`src/shared/lpwc_consts.svh`:
```
// Constants of the low-power wake control block: SFR addresses, field positions,
// reset values, timing counts and the brown-out threshold table.
// Assumes a 50 MHz core clock and an 8-bit SFR bus driven by the CPU core.
//
// Behaviour
// - Brown-out select bits 3..0 pick sixteen rising thresholds, 2.52 V to 4.32 V.
// - Light-sleep wake by interrupt needs its own enable and the global enable.
// - Every enabled interrupt source except brown-out can wake the core from light-sleep.
// - Light-sleep wake enters the interrupt routine at once, then resumes after request.
// - Writing 1 to power control bit 1 enters deep-sleep (stop).
// - Writing 1 to power control bit 0 enters light-sleep (idle).
// - Stop wake by a pin needs only its own enable, not the global enable.
// - Pin 0, pin 1 and pin-group enables arm stop wake of wake pins 0, 1 and, with ext_pin_hi_enable, 2 to 9.
// - Each Port1 wake enable bit arms stop wake of the matching Port1 pin.
// - After stop wake the next instruction runs before any interrupt service.
// - Post-stop interrupt needs global enable, plus Port1 change enable for Port1 wake.
// - Pin interrupt after stop only if pin still triggered after warm-up.
// - Port1 change gives its post-wake interrupt without a later pin sample.
// - Stop is refused while any enabled wake pin is held low.
// - Wake pins 2 to 9 trigger on falling edge; Port1 on any change.
// - Brown-out interrupt needs its own enable and the pin-group enable.
`ifndef LPWC_CONSTS_SVH
`define LPWC_CONSTS_SVH

`define LPWC_PWR_CTRL_ADDR 8'h87
`define LPWC_BO_SEL_ADDR 8'hBF
`define LPWC_LIGHT_SLEEP_BIT 0
`define LPWC_DEEP_SLEEP_BIT 1
`define LPWC_FLAG0_BIT 2
`define LPWC_FLAG1_BIT 3
`define LPWC_BAUD_DBL_BIT 7
`define LPWC_BO_IE_BIT 7
`define LPWC_BO_OUT_BIT 6
`define LPWC_BO_SEL_MSB 3
`define LPWC_BO_SEL_LSB 0
`define LPWC_PWR_CTRL_RESET 8'h00
`define LPWC_BO_SEL_RESET 8'h00
`define LPWC_BO_MV_RESET 13'h09D8
`define LPWC_CLK_PERIOD_NS 20
`define LPWC_WARMUP_NS 1280
`define LPWC_WARMUP_CYC \
  ((`LPWC_WARMUP_NS + `LPWC_CLK_PERIOD_NS - 1) / `LPWC_CLK_PERIOD_NS)
// Thresholds in millivolts, entry 15 first
`define LPWC_LVD_MV_TABLE {13'h10E0, 13'h1068, 13'h0FF0, 13'h0F78, \
  13'h0F00, 13'h0E88, 13'h0E10, 13'h0D98, 13'h0D16, 13'h0C9E, 13'h0C1C, \
  13'h0BAE, 13'h0B2C, 13'h0AB4, 13'h0A3C, 13'h09D8}

`endif

```
`src/shared/lpwc_pkg.sv`:
```
// Types of the low-power wake control block.
// Assumes lpwc_consts.svh provides the numeric constants.
package lpwc_pkg;
  typedef enum logic [4:0] {
    LPWC_RUN    = 5'h01,
    LPWC_IDLE   = 5'h02,
    LPWC_STOP   = 5'h04,
    LPWC_WARM   = 5'h08,
    LPWC_RESUME = 5'h10
  } lpwc_state_e;
  typedef logic [12:0] lpwc_mv_t;
endpackage : lpwc_pkg

```
`src/core/lpwc_pin_watch.sv`:
```
// Per-pin falling-edge watch for wake pins and change watch for Port1 pins.
// Assumes pins are already synchronous to core_clk.
`timescale 1ns/10ps
module lpwc_pin_watch (
  // Clock, reset, enable
  input wire logic core_clk,
  input wire logic rstn,
  input wire logic ce,
  // Pins
  input wire logic [9:0] wake_pin,
  input wire logic [7:0] port1_pin,
  // Events
  output logic [9:0] pin_fall,
  output logic [7:0] p1_change
);
  logic [9:0] wake_prev;
  logic [7:0] p1_prev;

  genvar i;
  generate
    for (i = 0; i < 10; i++) begin : g_wake
      // Pins idle high, so a reset value of 1 avoids a false edge
      always_ff @(posedge core_clk) begin
        if (!rstn) wake_prev[i] <= 1'b1;
        else if (ce) wake_prev[i] <= wake_pin[i];
      end
      assign pin_fall[i] = wake_prev[i] & ~wake_pin[i];
    end
    for (i = 0; i < 8; i++) begin : g_p1
      always_ff @(posedge core_clk) begin
        if (!rstn) p1_prev[i] <= 1'b1;
        else if (ce) p1_prev[i] <= port1_pin[i];
      end
      assign p1_change[i] = p1_prev[i] ^ port1_pin[i];
    end
  endgenerate
endmodule : lpwc_pin_watch

```
`src/core/lpwc_wake_ctrl.sv`:
```
// Power-mode and wake control: power control and brown-out select SFRs,
// idle/stop entry, wake detection, warm-up and post-wake interrupt request.
// Assumes the CPU core halts while cpu_hold is high and takes wake_irq_req
// as a request to enter the pending interrupt routine.
`timescale 1ns/10ps
`include "lpwc_consts.svh"
module lpwc_wake_ctrl (
  // Clock, reset, enable
  input wire logic core_clk,
  input wire logic rstn,
  input wire logic ce,
  // SFR bus
  input wire logic [7:0] sfr_addr,
  input wire logic sfr_wr,
  input wire logic sfr_rd,
  input wire logic [7:0] sfr_wdata,
  output logic [7:0] sfr_rdata,
  // Enables held in other SFRs
  input wire logic global_irq_enable,
  input wire logic ext_pin0_enable,
  input wire logic ext_pin1_enable,
  input wire logic [7:0] ext_pin_hi_enable,
  input wire logic pin_group_and_brownout_enable,
  input wire logic [7:0] port1_wake_enable,
  input wire logic port1_change_irq_enable,
  // Other interrupt sources: timers, converter, touch key, SPI, serial ports
  input wire logic [7:0] irq_src_req,
  input wire logic [7:0] irq_src_enable,
  // Pins and brown-out comparator
  input wire logic [9:0] wake_pin,
  input wire logic [7:0] port1_pin,
  input wire logic brownout_detect,
  // Core side
  output logic cpu_hold,
  output logic osc_stop,
  output logic wake_resume,
  output logic wake_irq_req,
  output logic brownout_irq,
  output logic baud_doubler,
  output logic [3:0] brownout_level_sel,
  output lpwc_pkg::lpwc_mv_t brownout_threshold_mv
);
  localparam logic [6:0] WARM_CYC = 7'(`LPWC_WARMUP_CYC);
  localparam logic [207:0] MV_TABLE = `LPWC_LVD_MV_TABLE;

  lpwc_pkg::lpwc_state_e state;
  lpwc_pkg::lpwc_state_e next_state;
  logic light_sleep_request;
  logic deep_sleep_request;
  logic general_flag_0;
  logic general_flag_1;
  logic brownout_irq_enable;
  logic [6:0] warm_cnt;
  logic p1_woke;
  logic irq_hold;
  logic [9:0] pin_fall;
  logic [7:0] p1_change;

  ////////////////////////////////////////////////////////////////////////////
  // Decode

  wire pwr_wr = ce & sfr_wr & (sfr_addr == `LPWC_PWR_CTRL_ADDR);
  wire bo_wr = ce & sfr_wr & (sfr_addr == `LPWC_BO_SEL_ADDR);
  wire [3:0] sel_in = sfr_wdata[`LPWC_BO_SEL_MSB:`LPWC_BO_SEL_LSB];
  wire in_run = (state == lpwc_pkg::LPWC_RUN);
  wire [9:0] wake_en = {ext_pin_hi_enable & {8{pin_group_and_brownout_enable}},
                        ext_pin1_enable, ext_pin0_enable};
  wire [9:0] pin_low = ~wake_pin;
  wire stop_block = |(pin_low & wake_en);
  wire req_stop = pwr_wr & in_run & sfr_wdata[`LPWC_DEEP_SLEEP_BIT] & ~stop_block;
  // A refused stop still lets the idle bit of the same write take effect
  wire req_idle = pwr_wr & in_run & sfr_wdata[`LPWC_LIGHT_SLEEP_BIT] & ~req_stop;
  wire pin_wake = |(pin_fall & wake_en);
  wire p1_wake = |(p1_change & port1_wake_enable);
  wire src_wake = |(irq_src_req & irq_src_enable);
  // Idle wake only by fully enabled interrupts
  wire idle_wake = global_irq_enable & (src_wake | pin_wake
                   | (p1_wake & port1_change_irq_enable));
  wire stop_wake = pin_wake | p1_wake;
  // Pin still triggered after warm-up; a narrow pulse wakes without an interrupt
  wire pin_irq = global_irq_enable & stop_block;
  wire p1_irq = global_irq_enable & port1_change_irq_enable & p1_woke;
  wire warm_done = (warm_cnt == WARM_CYC - 7'h01);
  wire [7:0] pwr_val = {baud_doubler, 3'h0, general_flag_1, general_flag_0,
                        deep_sleep_request, light_sleep_request};
  wire [7:0] bo_val = {brownout_irq_enable, brownout_detect, 2'h0, brownout_level_sel};
  wire [7:0] next_rdata = (sfr_addr == `LPWC_PWR_CTRL_ADDR) ? pwr_val :
                          (sfr_addr == `LPWC_BO_SEL_ADDR) ? bo_val : 8'h00;
  wire [12:0] next_mv = MV_TABLE[13 * sel_in +: 13];

  ////////////////////////////////////////////////////////////////////////////
  // Pin watch

  lpwc_pin_watch u_watch (
    .core_clk(core_clk),
    .rstn(rstn),
    .ce(ce),
    .wake_pin(wake_pin),
    .port1_pin(port1_pin),
    .pin_fall(pin_fall),
    .p1_change(p1_change)
  );

  ////////////////////////////////////////////////////////////////////////////
  // State machine

  always_comb begin
    next_state = state;
    unique case (state)
      lpwc_pkg::LPWC_RUN: begin
        if (req_stop) next_state = lpwc_pkg::LPWC_STOP;
        else if (req_idle) next_state = lpwc_pkg::LPWC_IDLE;
      end
      lpwc_pkg::LPWC_IDLE: begin
        if (idle_wake) next_state = lpwc_pkg::LPWC_RUN;
      end
      lpwc_pkg::LPWC_STOP: begin
        if (stop_wake) next_state = lpwc_pkg::LPWC_WARM;
      end
      lpwc_pkg::LPWC_WARM: begin
        if (warm_done) next_state = lpwc_pkg::LPWC_RESUME;
      end
      lpwc_pkg::LPWC_RESUME: begin
        next_state = lpwc_pkg::LPWC_RUN;
      end
      default: next_state = lpwc_pkg::LPWC_RUN;
    endcase
  end

  always_ff @(posedge core_clk) begin
    if (!rstn) state <= lpwc_pkg::LPWC_RUN;
    else if (ce) state <= next_state;
  end

  always_ff @(posedge core_clk) begin
    if (!rstn) begin
      warm_cnt <= 7'h00;
      p1_woke <= 1'b0;
    end else if (ce) begin
      warm_cnt <= (state == lpwc_pkg::LPWC_WARM) ? warm_cnt + 7'h01 : 7'h00;
      if (state == lpwc_pkg::LPWC_STOP && stop_wake) p1_woke <= p1_wake;
    end
  end

  ////////////////////////////////////////////////////////////////////////////
  // Core handshake

  always_ff @(posedge core_clk) begin
    if (!rstn) begin
      cpu_hold <= 1'b0;
      osc_stop <= 1'b0;
      wake_resume <= 1'b0;
      wake_irq_req <= 1'b0;
      irq_hold <= 1'b0;
    end else if (ce) begin
      cpu_hold <= ~next_state[0];
      osc_stop <= next_state == lpwc_pkg::LPWC_STOP;
      wake_resume <= state == lpwc_pkg::LPWC_RESUME;
      // Idle wake enters the routine at once
      wake_irq_req <= (state == lpwc_pkg::LPWC_IDLE && idle_wake)
                      | (in_run & irq_hold);
      if (state == lpwc_pkg::LPWC_WARM && warm_done) irq_hold <= pin_irq | p1_irq;
      else if (in_run) irq_hold <= 1'b0;
    end
  end

  ////////////////////////////////////////////////////////////////////////////
  // Registers

  always_ff @(posedge core_clk) begin
    if (!rstn) begin
      {baud_doubler, general_flag_1, general_flag_0} <= 3'h0;
      light_sleep_request <= 1'b0;
      deep_sleep_request <= 1'b0;
    end else if (ce) begin
      if (pwr_wr) begin
        baud_doubler <= sfr_wdata[`LPWC_BAUD_DBL_BIT];
        general_flag_1 <= sfr_wdata[`LPWC_FLAG1_BIT];
        general_flag_0 <= sfr_wdata[`LPWC_FLAG0_BIT];
      end
      // Request bits fall back on wake so the core proceeds normally
      deep_sleep_request <= req_stop | (deep_sleep_request & ~next_state[0]);
      light_sleep_request <= req_idle | (light_sleep_request & ~next_state[0]);
    end
  end

  always_ff @(posedge core_clk) begin
    if (!rstn) begin
      brownout_irq_enable <= 1'b0;
      brownout_level_sel <= 4'h0;
      brownout_threshold_mv <= `LPWC_BO_MV_RESET;
      brownout_irq <= 1'b0;
      sfr_rdata <= 8'h00;
    end else if (ce) begin
      if (bo_wr) begin
        brownout_irq_enable <= sfr_wdata[`LPWC_BO_IE_BIT];
        brownout_level_sel <= sel_in;
        brownout_threshold_mv <= next_mv;
      end
      brownout_irq <= brownout_detect & brownout_irq_enable
                      & pin_group_and_brownout_enable;
      if (sfr_rd) sfr_rdata <= next_rdata;
    end
  end
endmodule : lpwc_wake_ctrl

```
`config.mk`:
```
export PLATFORM = sky130hd
export DESIGN_NAME = lpwc_wake_ctrl
export DESIGN_NICKNAME = d
export VERILOG_FILES = /design/src/shared/lpwc_pkg.sv /design/src/core/lpwc_pin_watch.sv /design/src/core/lpwc_wake_ctrl.sv
export VERILOG_INCLUDE_DIRS = /design/src /design/src/shared
export SDC_FILE = /design/constraint.sdc
export NUM_CORES = 1
export LEC_CHECK = 0
export ABC_AREA = 1
export ABC_CLOCK_PERIOD_IN_PS = 3200
export BUFFER_PORTS_ARGS = -buffer_cell sky130_fd_sc_hd__clkbuf_2
export CORE_MARGIN = 1
export CORE_UTILIZATION = 55
export CTS_BUF_LIST = sky130_fd_sc_hd__clkbuf_4 sky130_fd_sc_hd__clkbuf_8 sky130_fd_sc_hd__clkbuf_16
export DETAILED_ROUTE_END_ITERATION = 16
export PLACE_DENSITY = 0.86
export SLEW_MARGIN = 5
export SYNTH_ARGS = -nofsm -noshare
export SYNTH_HDL_FRONTEND = slang
export SYNTH_SLANG_ARGS = --single-unit
```
`constraint.sdc`:
```
create_clock -name core_clk -period 3.2 [get_ports core_clk]
set_input_delay 0.8 -clock core_clk [delete_from_list [all_inputs] [get_ports core_clk]]
set_output_delay 0.8 -clock core_clk [all_outputs]
set_load 0.02 [all_outputs]
```
[Word-level counts from Yosys, hierarchy flattened]
Cells that the tools add are included.
Widths: inputs -> output; s select.
Cells by class
  add/subtract/negate cells: 1
  shift operators: 1
  bitwise gates (word level): 62
  multiply operators: 1
  reductions and logical operators: 13
  multiplexer cells: 11
  equality and inequality tests: 9
Operators with widths (number)
  $shiftx 208x9->13 const A: 1
  $and 1x1->1: 28
  $mux 5: 5
  $and 8x8->8: 3
  $and 10x10->10: 2
  $pmux 5 s4: 1
  $reduce_or 10->1: 2
  $eq 8x8->1 const B: 2
  $mux 8: 2
  $reduce_or 8->1: 2
  $not 1->1: 13
  $eq 5x3->1 const B: 2
  $not 10->10: 1
  $reduce_and 2->1: 5
  $mul 4x4->8 const A: 1
  $xor 1x1->1: 8
  $add 7x1->7 const B: 1
  $eq 7x6->1 const B: 1
  $mux 7: 1
  $or 1x1->1: 7
  $eq 5x1->1 const B: 1
  $eq 5x2->1 const B: 1
  $eq 5x4->1 const B: 1
  $eq 5x5->1 const B: 1
  other kinds (3): 6
Storage, ports and cells
  register bits after elaboration: 68
  output and inout bits: 31
  word-level logic and storage cells: 134
  bits of input ports: 77

[Depth between registers and ports, before layout]
  depth in word-level cells: 13
  gate-level depth with buffers: 14
  mapped depth without buffers: 13

[Cells and area by module]
Synthesis repeated with hierarchy kept, for this count alone.
Second synthesis, totals
  cell total of the unflattened synthesis: 505
  area total of the unflattened synthesis: 3522.1 um^2
By module, submodules not included
  lpwc_wake_ctrl: cells an instance 375, area an instance 2603.7 um^2, seq. area each 940.9 um^2, times used 1
  lpwc_pin_watch: cells an instance 130, area an instance 918.4 um^2, seq. area each 360.3 um^2, times used 1

[Least setup slack after synthesis]
Ideal clock, no wire load.
  path type: input-to-reg
  start: input pin_group_and_brownout_enable
  end: register state[0]
  required time: 3.068 ns
  arrival time: 1.749 ns
  stages on the path: 10
  path slack: 1.319 ns
  library setup time: 0.132 ns
  path buffers: 1
  cells stage by stage: buf_6 -> nand2_4 -> nor2_1 -> nand3b_4 -> nor3_2 -> nand2_2 -> nand2_1 -> nand3_2 -> nand2_2 -> o211ai_1
Between the ends
  longest elaborated chain between the ends: 10
  elaborated cells between the ends (all ways): 18
  classes of those cells: 5 x mux; 11 x bitwise; 2 x reduce/logical
Ends and longest elaborated chain
  start: declaration: line lpwc_wake_ctrl.sv:23  | input wire logic pin_group_and_brownout_enable,
  $and 8x8->8 (*): line lpwc_wake_ctrl.sv:66  | wire [9:0] wake_en = {ext_pin_hi_enable & {8{pin_group_and_brownout_enable}},
  $and 10x10->10: line lpwc_wake_ctrl.sv:69  | wire stop_block = |(pin_low & wake_en);
  $reduce_or 10->1: line lpwc_wake_ctrl.sv:69
  $not 1->1: line lpwc_wake_ctrl.sv:70  | wire req_stop = pwr_wr & in_run & sfr_wdata[`LPWC_DEEP_SLEEP_BIT] & ~stop_block;
  $and 1x1->1: line lpwc_wake_ctrl.sv:70
  $not 1->1: line lpwc_wake_ctrl.sv:72  | wire req_idle = pwr_wr & in_run & sfr_wdata[`LPWC_LIGHT_SLEEP_BIT] & ~req_stop;
  $and 1x1->1: line lpwc_wake_ctrl.sv:72
  $mux 5: line lpwc_wake_ctrl.sv:112  | else if (req_idle) next_state = lpwc_pkg::LPWC_IDLE;
  $mux 5: line lpwc_wake_ctrl.sv:111  | if (req_stop) next_state = lpwc_pkg::LPWC_STOP;
  $pmux 5 s4 (*): line lpwc_wake_ctrl.sv:109  | unique case (state)
  end signal: assignment: line lpwc_wake_ctrl.sv:131  | if (!rstn) state <= lpwc_pkg::LPWC_RUN;
  end signal: assignment: line lpwc_wake_ctrl.sv:132  | else if (ce) state <= next_state;
  end: declaration: line lpwc_wake_ctrl.sv:46  | lpwc_pkg::lpwc_state_e state;
Every way passes the cells marked *; elsewhere a longest branch is shown, timed or not.
A chain may end at the register's enable or synchronous reset.

[Final worst setup path]
  start: input pin_group_and_brownout_enable
  end: register light_sleep_request
Between the ends
  longest elaborated chain between the ends: 13
  elaborated cells between the ends (all ways): 21
  classes of those cells: 5 x mux; 14 x bitwise; 2 x reduce/logical
Ends and longest elaborated chain
  $and 8x8->8 (*): line lpwc_wake_ctrl.sv:66
  $and 10x10->10: line lpwc_wake_ctrl.sv:69
  $reduce_or 10->1: line lpwc_wake_ctrl.sv:69
  $not 1->1: line lpwc_wake_ctrl.sv:70
  $and 1x1->1: line lpwc_wake_ctrl.sv:70
  $not 1->1: line lpwc_wake_ctrl.sv:72
  $and 1x1->1: line lpwc_wake_ctrl.sv:72
  $mux 5: line lpwc_wake_ctrl.sv:112
  $mux 5: line lpwc_wake_ctrl.sv:111
  $pmux 5 s4: line lpwc_wake_ctrl.sv:109
  $not 1->1: line lpwc_wake_ctrl.sv:183  | light_sleep_request <= req_idle | (light_sleep_request & ~next_state[0]);
  $and 1x1->1: line lpwc_wake_ctrl.sv:183
  $or 1x1->1 (*): line lpwc_wake_ctrl.sv:183
  end signal: assignment: line lpwc_wake_ctrl.sv:183
  end: declaration: line lpwc_wake_ctrl.sv:48  | logic light_sleep_request;
Marks and branches as above.

==> flow_metrics.tcl <==
set metrics [dict create \
    path_delay_family "simple AND/OR/NAND/NOR gates" \
    clk_pin_slew_ns 0.07 \
    cp_slowest_cell "nor3_2" \
    cp.arrival_ns 2.28 \
    synth_simple_gate_area_share_pct 28.9 \
    cts_tree "built" \
    p_leak_nw 2.09 \
    drc 0 \
    power.density_nw_per_um2 460 \
    fp.dieW_um 79.1 \
    clock_latency_ns 0.34 \
    syn-mean-instance-area_um2 6.98 \
    cap_violations 0 \
    yosysWarnings 0 \
    grt_pass1_wl_um 13100 \
    yosysSeqAreaShare_pct 39.8 \
    grt_max_degree 45 \
    rsz0062_at_grt "no" \
    synth_top_family_by_area "simple AND/OR/NAND/NOR gates" \
    ioPinCount 108 \
    start_util_pct 58.3 \
    highest_layer "met4" \
    postLayoutCellArea_um2 4050 \
    hpwl_um 5900 \
    synth_seq_cells 65 \
    cts_max_level 3 \
    drive_gt1_share_pct 24.6 \
    cts-root-buf "clkbuf_8" \
    path_buf_inv 1 \
    nets 652 \
    area_delta_synth_final_pct 23.8 \
    detail_route.wl_per_cell_um 12.2 \
    worstPathCellList "clkbuf_2 > nand2_1 > or2_2 > nand3b_4 > nor3_2 > nand2_2 > nand2_1 > nand3_2 > nand2_2 > nand3_1 > nand2_1" \
    worstSetupStartpointType "input pin" \
    wl_met1_um 3300 \
    ant_nets 0 \
    skew_ns 0.00502 \
    synth_compound_area_share_pct 17.8 \
    placed_area_um2 3820 \
    hold_violations 0 \
    maxSlewViolCount 0 \
    grt_pass1_vias 3157 \
    postCtsHoldBufs 0 \
    synthAdderAreaFrac_pct 2.29 \
    worstPathMaxFanout 11 \
    post_cts_resized 0 \
    synthXorXnorAreaFrac_pct 0.535 \
    gp_congestion 0.866 \
    synth_cell_type_count 34 \
    fmax_mhz 499 \
    portBuffers 101 \
    synthMuxAreaShare_pct 0 \
    coreArea_um2 5610 \
    syn_inst 469 \
    tns_ns 0 \
    critPathCaptureType "register" \
    cts_setup_buffers 0 \
    grt_overflow_total 0 \
    final_cell_count_no_fill 646 \
    syn_area_um2 3270 \
    clock_sinks 65 \
    tightest_slew_ns 0.539 \
    timing.final.crit_share_pct 62.6 \
    required_ns 3.48 \
    wl_met3_um 581 \
    firstDrtPassIters 5 \
    drt_wl_total_um 7890 \
    antenna_found_initial 0 \
    slew_headroom_pct 64.1 \
    final_common_cell "nand2_1" \
    rows 27 \
    first_iter_violations 232 \
    via_per_inst 5.31 \
    hold_class "register to register" \
    vias 3433 \
    crit_top_cell "nand2_1" \
    fin_crit_ns 2.00 \
    max_stage_delay_ns 0.33 \
    antenna_cells 0 \
    cts_buffer_depth 2 \
    fp.dieH_um 79.1 \
    fin_total_pwr_mw 1.86 \
    wl_met2_um 3890 \
    dieArea_um2 6260 \
    grt_usage_pct 26.5 \
    status "completed" \
    setup_viol 0 \
    dp.cells 630 \
    cts_buffers 9 \
    max-vdd-ir-drop_mv 0.276 \
    critPathKind "input pin to register" \
    mostFrequentLayoutCells "nand2_1, clkbuf_2, dfxtp_1, inv_1, a21oi_1" \
]
==> metal layers <==
metal	vias up	GRT usage [%]
met4	0	10.9
met1	1555	31.2
met5	-	0
met3	10	3.91
li1	1731	-
met2	137	47.5
==> through the flow <==
step / util [%] / hold slack, ns / worst slack, ns
floorplan: - / 0.422 / 1.32
global placement: 68.1 / 0.435 / 0.936
detailed placement: 68.1 / 0.446 / 0.870
CTS: 72.2 / 0.458 / 1.23
global route: 72.2 / 0.481 / 1.04
finish: 72.2 / 0.458 / 1.20
==> power breakdown <==
| part | switching [mW] | internal, mW |
|---|---|---|
| registers | 0.0120 | 0.833 |
| logic | 0.139 | 0.0901 |
| clock network | 0.311 | 0.478 |
| total | 0.462 | 1.40 |
==> synthesized netlist by cell type (all sizes together) <==
cell / count / share of area (%)
inv: 63 / 7.2
o21ai: 31 / 4.7
clkbuf: 10 / 1.1
dfxtp: 65 / 40
o21a: 3 / 0.69
xor2: 2 / 0.54
o311ai: 3 / 0.80
nor3: 7 / 1.5
o22ai: 1 / 0.19
nor2: 40 / 4.7
nor3b: 1 / 0.23
a211o: 1 / 0.27
conb: 1 / 0.11
buf: 11 / 2.1
nand3: 39 / 6.4
or2: 3 / 0.57
o211ai: 11 / 2.5
clkinv: 1 / 0.11
nand4: 9 / 1.7
a21oi: 45 / 6.9
o221ai: 1 / 0.27
nand3b: 1 / 0.61
nand2: 109 / 13
a221o: 4 / 1.2
ha: 6 / 2.3
o31ai: 1 / 0.23
==> worst paths after layout <==
| kind | from | to | slack (ns) | depth (start not counted) |
|---|---|---|---|---|
| max | pin_group_and_brownout_enable | light_sleep_request | 1.20 | 11 |
| min | brownout_threshold_mv[11] | brownout_threshold_mv[11] | 0.46 | 2 |
| max reg2reg | state[2] | light_sleep_request | 1.59 | 9 |
| min reg2reg | brownout_threshold_mv[11] | brownout_threshold_mv[11] | 0.46 | 2 |
==> cell families after synthesis <==
group / Yosys count
xor gates and xnor gates: 2
DFF: 65
and+or+nand+nor: 209
other: 1
AOI/OAI and AO/OA: 101
adders and majority gates: 6
buffers and inverters: 85
==> state kept, by name (all words and copies together), names as in the netlist <==
name / flops
state: 5
warm_cnt: 7
wake_irq_req: 1
u_watch.wake_prev: 10
general_flag_0: 1
brownout_irq_enable: 1
sfr_rdata: 6
light_sleep_request: 1
p1_woke: 1
irq_hold: 1
general_flag_1: 1
brownout_threshold_mv: 12
cpu_hold: 1
brownout_irq: 1
brownout_level_sel: 4
baud_doubler: 1
deep_sleep_request: 1
wake_resume: 1
osc_stop: 1
u_watch.p1_prev: 8
==> final cells by class <==
type / count / area, um^2
multi-input cells: 321 / 1630
fillers: 466 / 1560
flip-flops and latches: 65 / 1300
repair buffers: 108 / 558
inverters: 64 / 240
clock buffers: 11 / 151
well taps: 72 / 90.1
clock inverters: 5 / 77.6
==> worst min-delay path, delay by kind of cell (launching register included) <==
kind	cells	cell delay, ns
simple gates	2	0.10
flops	1	0.31
(Power assumes the default switching activity.)
